## config.mk

```make
export PLATFORM = sky130hd
export DESIGN_NAME = lmms_sequencer
export DESIGN_NICKNAME = d
export VERILOG_FILES = /design/src/logic/lmms_sequencer.v
export VERILOG_INCLUDE_DIRS = /design/src /design/src/shared
export SDC_FILE = /design/constraint.sdc
export NUM_CORES = 1
export LEC_CHECK = 0
export BUFFER_PORTS_ARGS = -buffer_cell sky130_fd_sc_hd__buf_4
export CAP_MARGIN = 40
export CORE_MARGIN = 5
export CORE_UTILIZATION = 40
export DETAILED_ROUTE_END_ITERATION = 12
export PLACE_DENSITY = 0.71
export SLEW_MARGIN = 20
export SYNTH_ARGS = -nofsm -noshare
export SYNTH_HDL_FRONTEND = slang
export SYNTH_SLANG_ARGS = --single-unit
```

## constraint.sdc

```tcl
create_clock -name clk_sys -period 2.8 [get_ports clk_sys]
set_clock_uncertainty 0.15 [all_clocks]
set_input_delay 0.28 -clock clk_sys [delete_from_list [all_inputs] [get_ports clk_sys]]
set_output_delay 0.28 -clock clk_sys [all_outputs]
set_load 0.01 [all_outputs]
```

## src/shared/lmms_consts.vh

```
`ifndef LMMS_CONSTS_VH
`define LMMS_CONSTS_VH
// register offsets
`define LMMS_OFS_FRAME_TIME   8'h03
`define LMMS_OFS_DISP_OPT     8'h04
`define LMMS_OFS_CURRENT      8'h05
// reset values
`define LMMS_RST_FRAME_TIME   8'h00
`define LMMS_RST_DISP_OPT     8'h20
`define LMMS_RST_CURRENT      8'h00
// frame time register fields
`define LMMS_FT_FADE          7
`define LMMS_FT_DIR           6
`define LMMS_FT_BLOCK         5
`define LMMS_FT_SCROLL        4
`define LMMS_FT_DELAY_HI      3
`define LMMS_FT_DELAY_LO      0
// display option fields
`define LMMS_DO_LOOPS_HI      7
`define LMMS_DO_LOOPS_LO      5
`define LMMS_DO_BLINK         4
`define LMMS_DO_SCAN_HI       3
`define LMMS_DO_SCAN_LO       0
`define LMMS_LOOPS_ENDLESS    3'h7
`define LMMS_SCAN_MAX         4'hB
// timing
`define LMMS_CLK_HZ           10000000
`define LMMS_TICK_US          32500
`define LMMS_TICK_CYC         ((`LMMS_CLK_HZ / 1000) * `LMMS_TICK_US / 1000)
`define LMMS_REFRESH_HZ       430
`define LMMS_COLS             12
`define LMMS_FULL_SCAN_CYC    (`LMMS_CLK_HZ / `LMMS_REFRESH_HZ)
`define LMMS_COL_CYC          (`LMMS_FULL_SCAN_CYC / `LMMS_COLS)
`define LMMS_BLINK_SHORT_TK   8'h2E
`define LMMS_BLINK_LONG_TK    8'h5C
`endif

```

## src/logic/lmms_sequencer.v

```verilog
`timescale 1ns/10ps
`include "lmms_consts.vh"
module lmms_sequencer #(
	parameter TICK_CYC = `LMMS_TICK_CYC,
	parameter COL_CYC  = `LMMS_COL_CYC
) (
	input  wire        clk_sys,
	input  wire        nrst,
	input  wire        reg_wr,
	input  wire        reg_rd,
	input  wire [7:0]  reg_addr,
	input  wire [7:0]  reg_wdata,
	output reg  [7:0]  reg_rdata,
	input  wire        movie_start,
	input  wire [5:0]  movie_first,
	input  wire [5:0]  movie_count,
	input  wire        end_last,
	output reg         movie_active,
	output reg  [5:0]  frame_addr,
	output reg         frame_step,
	output wire        fade_active,
	output wire        scroll_active,
	output wire        scroll_left,
	output wire        scroll_split,
	output reg  [11:0] column_enable,
	output reg  [3:0]  column_index,
	output reg         blink_phase,
	output wire [7:0]  drive_current
);
	reg [7:0]  frame_time_scroll_ctrl;
	reg [7:0]  display_option_ctrl;
	reg [7:0]  drive_current_level;
	reg [22:0] tick_cnt;
	reg        tick;
	reg [3:0]  hold_cnt;
	reg [2:0]  loop_cnt;
	reg [5:0]  frame_ofs;
	reg [7:0]  blink_cnt;
	reg [19:0] col_cnt;
	wire [3:0] delay    =
		frame_time_scroll_ctrl[`LMMS_FT_DELAY_HI:`LMMS_FT_DELAY_LO];
	wire [2:0] loops    =
		display_option_ctrl[`LMMS_DO_LOOPS_HI:`LMMS_DO_LOOPS_LO];
	wire [3:0] scan_lim =
		display_option_ctrl[`LMMS_DO_SCAN_HI:`LMMS_DO_SCAN_LO];
	// codes above the last column clamp to it
	wire [3:0] scan_top =
		(scan_lim > `LMMS_SCAN_MAX) ? `LMMS_SCAN_MAX : scan_lim;
	wire       hold_done;
	wire       last_frame;
	wire       last_loop;
	wire [7:0] blink_len;
	// register writes
	always @(posedge clk_sys) begin
		if (!nrst) begin
			frame_time_scroll_ctrl <= `LMMS_RST_FRAME_TIME;
			display_option_ctrl    <= `LMMS_RST_DISP_OPT;
			drive_current_level    <= `LMMS_RST_CURRENT;
		end else if (reg_wr) begin
			if (reg_addr == `LMMS_OFS_FRAME_TIME) begin
				frame_time_scroll_ctrl <= reg_wdata;
			end else if (reg_addr == `LMMS_OFS_DISP_OPT) begin
				display_option_ctrl <= reg_wdata;
			end else if (reg_addr == `LMMS_OFS_CURRENT) begin
				drive_current_level <= reg_wdata;
			end
		end
	end
	// register reads, unmapped reads zero
	always @(posedge clk_sys) begin
		if (!nrst) begin
			reg_rdata <= 8'h00;
		end else if (reg_rd) begin
			if (reg_addr == `LMMS_OFS_FRAME_TIME) begin
				reg_rdata <= frame_time_scroll_ctrl;
			end else if (reg_addr == `LMMS_OFS_DISP_OPT) begin
				reg_rdata <= display_option_ctrl;
			end else if (reg_addr == `LMMS_OFS_CURRENT) begin
				reg_rdata <= drive_current_level;
			end else begin
				reg_rdata <= 8'h00;
			end
		end
	end
	assign drive_current = drive_current_level;
	// common 32.5 ms tick
	always @(posedge clk_sys) begin
		if (!nrst) begin
			tick_cnt <= 23'h000000;
			tick     <= 1'b0;
		end else if (movie_start && !movie_active) begin
			// restart the tick so the first frame gets a full hold
			tick_cnt <= 23'h000000;
			tick     <= 1'b0;
		end else if (tick_cnt == TICK_CYC - 1) begin
			tick_cnt <= 23'h000000;
			tick     <= 1'b1;
		end else begin
			tick_cnt <= tick_cnt + 23'h000001;
			tick     <= 1'b0;
		end
	end
	// code zero shows frame once with one tick
	assign hold_done = tick && (hold_cnt + 4'h1 >= delay);
	// movie_count is the number of frames less one
	assign last_frame = (frame_ofs >= movie_count);
	assign last_loop = (loops != `LMMS_LOOPS_ENDLESS) &&
		(loop_cnt + 3'h1 >= loops);
	// movie playback
	always @(posedge clk_sys) begin
		if (!nrst) begin
			movie_active <= 1'b0;
			frame_addr   <= 6'h00;
			frame_ofs    <= 6'h00;
			hold_cnt     <= 4'h0;
			loop_cnt     <= 3'h0;
			frame_step   <= 1'b0;
		end else begin
			frame_step <= 1'b0;
			if (movie_start && !movie_active) begin
				movie_active <= (loops != 3'h0);
				frame_addr   <= movie_first;
				frame_ofs    <= 6'h00;
				hold_cnt     <= 4'h0;
				loop_cnt     <= 3'h0;
			end else if (movie_active) begin
				if (!hold_done) begin
					if (tick) begin
						hold_cnt <= hold_cnt + 4'h1;
					end
				end else begin
					hold_cnt   <= 4'h0;
					frame_step <= 1'b1;
					if (!last_frame) begin
						frame_ofs  <= frame_ofs + 6'h01;
						frame_addr <= frame_addr + 6'h01;
					end else if (last_loop) begin
						movie_active <= 1'b0;
						if (!end_last) begin
							frame_addr <= movie_first;
						end
					end else begin
						// endless play leaves the loop count still
						if (loops != `LMMS_LOOPS_ENDLESS) begin
							loop_cnt <= loop_cnt + 3'h1;
						end
						frame_ofs  <= 6'h00;
						frame_addr <= movie_first;
					end
				end
			end
		end
	end
	// scroll and fade controls
	assign scroll_split = frame_time_scroll_ctrl[`LMMS_FT_BLOCK];
	assign scroll_left  = frame_time_scroll_ctrl[`LMMS_FT_DIR];
	assign scroll_active = movie_active &&
		frame_time_scroll_ctrl[`LMMS_FT_SCROLL];
	assign fade_active = frame_time_scroll_ctrl[`LMMS_FT_FADE] &&
		!scroll_split;
	// blink period from tick
	assign blink_len = display_option_ctrl[`LMMS_DO_BLINK] ?
		`LMMS_BLINK_LONG_TK : `LMMS_BLINK_SHORT_TK;
	always @(posedge clk_sys) begin
		if (!nrst) begin
			blink_cnt   <= 8'h00;
			blink_phase <= 1'b0;
		end else if (tick) begin
			if (blink_cnt + 8'h01 >= blink_len) begin
				blink_cnt   <= 8'h00;
				blink_phase <= ~blink_phase;
			end else begin
				blink_cnt <= blink_cnt + 8'h01;
			end
		end
	end
	// column scan, fixed dwell per column
	always @(posedge clk_sys) begin
		if (!nrst) begin
			col_cnt      <= 20'h00000;
			column_index <= 4'h0;
		end else if (col_cnt == COL_CYC - 1) begin
			col_cnt <= 20'h00000;
			if (column_index >= scan_top) begin
				column_index <= 4'h0;
			end else begin
				column_index <= column_index + 4'h1;
			end
		end else begin
			col_cnt <= col_cnt + 20'h00001;
		end
	end
	// enable mask for column 0 up to scan_top
	genvar g;
	generate
		for (g = 0; g < `LMMS_COLS; g = g + 1) begin : g_col
			always @(posedge clk_sys) begin
				if (!nrst) begin
					column_enable[g] <= 1'b0;
				end else begin
					column_enable[g] <= (g <= scan_top);
				end
			end
		end
	endgenerate
endmodule // lmms_sequencer

```

Word-level counts from Yosys, hierarchy flattened
Cells that the tools add are included.

Add/sub/neg operators: 8. Order comparisons: 17. Equality and inequality tests: 8. Muxes and demuxes: 25. Bitwise logic cells: 6. Reductions and logical operators: 23.

Operators by type and width (count): 6-bit 2-to-1 mux (8); 8-bit 2-to-1 mux (4); 23-bit by 1-bit adder with 23-bit output, second input constant (1); 23-bit by 19-bit == test with 1-bit output, second input constant (1); 20-bit by 1-bit adder with 20-bit output, second input constant (1); 20-bit by 11-bit == test with 1-bit output, second input constant (1); 8-bit by 3-bit == test with 1-bit output, second input constant (2); 3-bit by 4-bit less-or-equal comparator with 1-bit output, first input constant (4); 4-bit less-or-equal comparator, first input constant (4); 4-bit 2-to-1 mux (4); 6-bit by 1-bit adder with 6-bit output, second input constant (2); 3-bit AND reduction (3); 4-bit by 1-bit adder with 4-bit output, second input constant (2); 8-bit by 1-bit adder with 8-bit output, second input constant (1); 8-bit by 2-bit == test with 1-bit output, second input constant (1); 4-bit >= comparator (2); 8-bit by 7-bit >= comparator with 1-bit output (1); 2-bit by 4-bit less-or-equal comparator with 1-bit output, first input constant (2); 1-bit 2-to-1 mux (8); 7-bit 2-to-1 mux (1); 6-bit >= comparator (1); 1-bit inverter (6); 2-bit AND reduction (3); 2-bit nonzero test (3); other kinds (14) (21).

Bits in registers: 122. Logic and storage cells: 115.

Depth between registers and ports, before layout
Depth after elaboration: 8. Mapped depth: 11. Gate-level depth less buffers: 11.

Worst setup path before layout
No wires, ideal clock.

Path type: register -> register. Start: register blink_cnt[0]. End: register blink_cnt[2]. Library setup time: 76 ps. Arrival: 2368 ps. Required time: 2574 ps. Setup slack: 207 ps. Stages on the path, launching flop included: 11. Buffers on the path: 0. Clock period less this slack: 2593 ps. Cells stage by stage: dfxtp_1 -> ha_1 -> nand3_1 -> nor2_1 -> xor2_1 -> ha_1 -> nand3_1 -> a211o_1 -> o2111ai_1 -> or4b_1 -> a21boi_0.

Word-level cells in the longest chain between the ends: 3.

Ends and longest elaborated chain: from (decl) (RTL line lmms_sequencer.v:38) `reg [7:0] blink_cnt;`; from (signal assigned) (RTL line lmms_sequencer.v:173) `blink_cnt <= blink_cnt + 8'h01;`; 8-bit by 1-bit adder with 8-bit output (*) (RTL line lmms_sequencer.v:169, lmms_sequencer.v:173); 8-bit by 7-bit >= comparator with 1-bit output (RTL line lmms_sequencer.v:169) `if (blink_cnt + 8'h01 >= blink_len) begin`; 8-bit 2-to-1 mux (*) (RTL line lmms_sequencer.v:169).

Every way passes the cells marked *; elsewhere a longest branch is shown, timed or not. A chain may end at the register's enable or synchronous reset.

Worst setup path after layout
Same ends and word-level chain as after synthesis.

==> results_dict.tcl <==
set metrics [dict create \
    port_buffers 78 \
    grt_pass1_vias 4745 \
    synthAdderAreaFrac_pct 6.39 \
    worstSkewPairLatency_ns 0.41 \
    ant_nets 0 \
    grt_util_all_layers_pct 15.6 \
    synth_area_um2 5870 \
    whs_ns 0.0624 \
    hp-start "movie_first[0]" \
    synth_seq_cells 122 \
    outcome "complete, no violations" \
    power.density_nw_per_um2 552 \
    hold_path_end "frame_addr[0]" \
    cap_violations 0 \
    drc 0 \
    grt_pass1_wl_um 22700 \
    cp-start-kind "flip-flop" \
    maxSlewViolCount 0 \
    core_um2 14500 \
    drive_gt1_share_pct 18.8 \
    post-route-util_pct 51.3 \
    crit_fanout 6 \
    routedWlPerCell_um 13.4 \
    num-nets-final 860 \
    p_leak_uw 0.00287 \
    multiInputGateArea_um2 3250 \
    worst_r2r_endpoint "blink_cnt[2]" \
    synth_flop_cell "dfxtp_1" \
    drt_iter0_drc 237 \
    grt_antenna_before_repair 0 \
    dieArea_um2 17200 \
    dp_cells 950 \
    vias 5045 \
    fill_cells 1362 \
    wirelength_um 13300 \
    gp_congestion 0.820 \
    cts_made_buffers 17 \
    fin_crit_sh_pct 94.8 \
    setup_viol 0 \
    worstHoldPathType "primary input to flip-flop" \
    syn_inst 698 \
    yosysMostFrequentCell "dfxtp_1" \
    clock_path_buffers 2 \
    fp-row-count 44 \
    setup_slack_ns 0.145 \
    cp_slowest_cell "or4b_1" \
    cp_data_arrival_time_ns 2.84 \
    yosys_warnings 0 \
    synth_xor_area_share_pct 7.45 \
    rr_worst_depth 9 \
    crit_chain "ha_2 -> nand3_1 -> nor2_1 -> xor2_1 -> ha_1 -> a21oi_1 -> o2111ai_2 -> or4b_1 -> a21boi_0" \
    relSlewSlack_pct 56.2 \
    grt_remaining_overflow 0 \
    synth-edff-count 0 \
    synth-compound-area-share_pct 14.5 \
    hpwl_um 9520 \
    cts.sinks 122 \
    worst_path_largest_cell_delay_ns 0.53 \
    vdd_ir_drop_max_mv 0.354 \
    pre_cts_ws_ns 0.0641 \
    htree_levels 4 \
    root_buffer "clkbuf_16" \
    r2r_start "blink_cnt[0]" \
    netlist_top_cells_count "122 x dfxtp_1, 98 x nand2_1, 74 x nor2_1, 57 x nand3_1, 30 x ha_1" \
    start_util_pct 40.6 \
    fmax_mhz 377 \
    crit_path_end_kind "flip-flop" \
    hold_viol 0 \
    avgSynthCellArea_um2 8.42 \
    antenna_cells 0 \
    ff_latch_area_um2 2450 \
    synth_area_leaders "dfxtp_1 42%, ha_1 6.4%, nand2_1 6.3%" \
    vias_per_cell 5.08 \
    clkSlewWorstSetupHoldPaths_ns 0.06 \
    cts_tree "done" \
    syn-num-nets 762 \
    yosys.area.top_type_share_pct 41.6 \
    dieHeight_um 131 \
    tightest_slew_ns 0.656 \
    synth.distinct_cells 64 \
    yosys.area_share.simple_pct 26.3 \
    crit_type "flip-flop to flip-flop" \
    async_flop_share_pct 0 \
    syn2layout_area_growth_pct 26.5 \
    synth_top_area_cell "dfxtp_1" \
    r2r_slack_ns 0.15 \
    synthMuxAreaShare_pct 0.170 \
    stdcell_count 993 \
    grt_max_degree 52 \
    final.min_clock_period_ns 2.65 \
    die_x_um 131 \
    synth_top_family_by_area "simple AND/OR/NAND/NOR gates" \
    drt_pass1_iterations 5 \
    pin_count 79 \
    holdPathStages 3 \
    crit_required_ns 2.98 \
    yosysSeqAreaShare_pct 41.6 \
]
==> registers in the layout (all words and copies together) (netlist names) <==
register and flops:
tick_cnt 23, col_cnt 20, column_enable 12, blink_cnt 8, display_option_ctrl 8, drive_current 8, frame_time_scroll_ctrl 8, reg_rdata 8
frame_addr 6, frame_ofs 6, column_index 4, hold_cnt 4, loop_cnt 3, blink_phase 1, frame_step 1, movie_active 1
tick 1
==> cell usage in the layout, fill, tap and decap left out, drive strengths merged, types with 5 or more instances in the layout <==
cell type    instances
dfxtp              122
nand2               98
buf                 98
nor2                75
nand3               57
inv                 32
ha                  30
o21ai               29
a21boi              29
xnor2               27
xor2                23
a21oi               20
clkbuf              17
nor3                15
nor2b               13
dlygate4sd3         10
and2                 9
a41oi                8
nand2b               7
and3                 7
or3                  6
o31ai                6
and4                 5
clkinv               5
or4                  5
nor4                 5
==> cell families after synthesis <==
kind of cell / after synthesis
AO/OA/AOI/OAI: 125
XOR/XNOR: 50
adder cells (fa/ha/maj): 30
buffers and inverters: 52
flip-flops: 122
multiplexers: 1
AND/OR/NAND/NOR: 318
==> critical path: cells and delay by family, from the launching register on <==
kind / cells / cell delay, ns
adder cells (fa/ha/maj): 2 / 0.49
AO/OA/AOI/OAI: 3 / 0.54
XOR/XNOR: 1 / 0.20
flip-flops: 1 / 0.37
AND/OR/NAND/NOR: 3 / 0.82
==> stage by stage <==
| step | area, um2 | TNS [ns] | total power, uW |
|---|---|---|---|
| final | 7430 | 0 | 4110 |
| after global routing | 7430 | -0.0199 | 4280 |
| after global placement | 6700 | -0.727 | 2000 |
| after CTS | 7390 | 0 | 4170 |
| after detailed placement | 6710 | 0 | 2000 |
| after floorplan | 5870 | 0 | 1910 |
==> cell type report <==
class / instances / share of cell area (%)
multi-input cells: 524 / 43.8
clock inverters: 15 / 2.12
well taps: 184 / 3.10
repair buffers: 108 / 11.2
clock buffers: 17 / 5.72
inverters: 23 / 1.16
flip-flops and latches: 122 / 32.9
==> layer usage <==
layer | track usage (%) | wire length [um] | vias up
li1 | - | - | 2626
met1 | 20.6 | 6410 | 2317
met2 | 24.4 | 6100 | 91
met3 | 4.63 | 591 | 11
met4 | 5.14 | 166 | 0
met5 | 0 | 0 | -
==> repair_timing <==
item,4_1_cts,5_1_grt
hold endpoints to repair,18,0
setup endpoints to repair,0,13
resized for setup,0,11
buffers inserted,0,1
hold buffers,10,0
==> worst max-delay path by stage <==
stage | from | to | slack (ns) | cells after the start
finish | blink_cnt[0] | blink_cnt[2] | 0.15 | 9
global route | blink_cnt[0] | blink_cnt[2] | -0.02 | 9
CTS | blink_cnt[0] | blink_cnt[2] | 0.04 | 10
detailed placement | hold_cnt[0] | frame_addr[2] | 0.06 | 10
global placement | hold_cnt[0] | frame_addr[2] | -0.10 | 9
floorplan | blink_cnt[0] | blink_cnt[2] | 0.21 | 10
==> power by group <==
group | switching (uW) | internal (uW) | total [uW]
sequential | 21.2 | 1760 | 1780
clock | 871 | 1260 | 2130
combinational | 99.7 | 98.0 | 198
(Power assumes the default switching activity.)
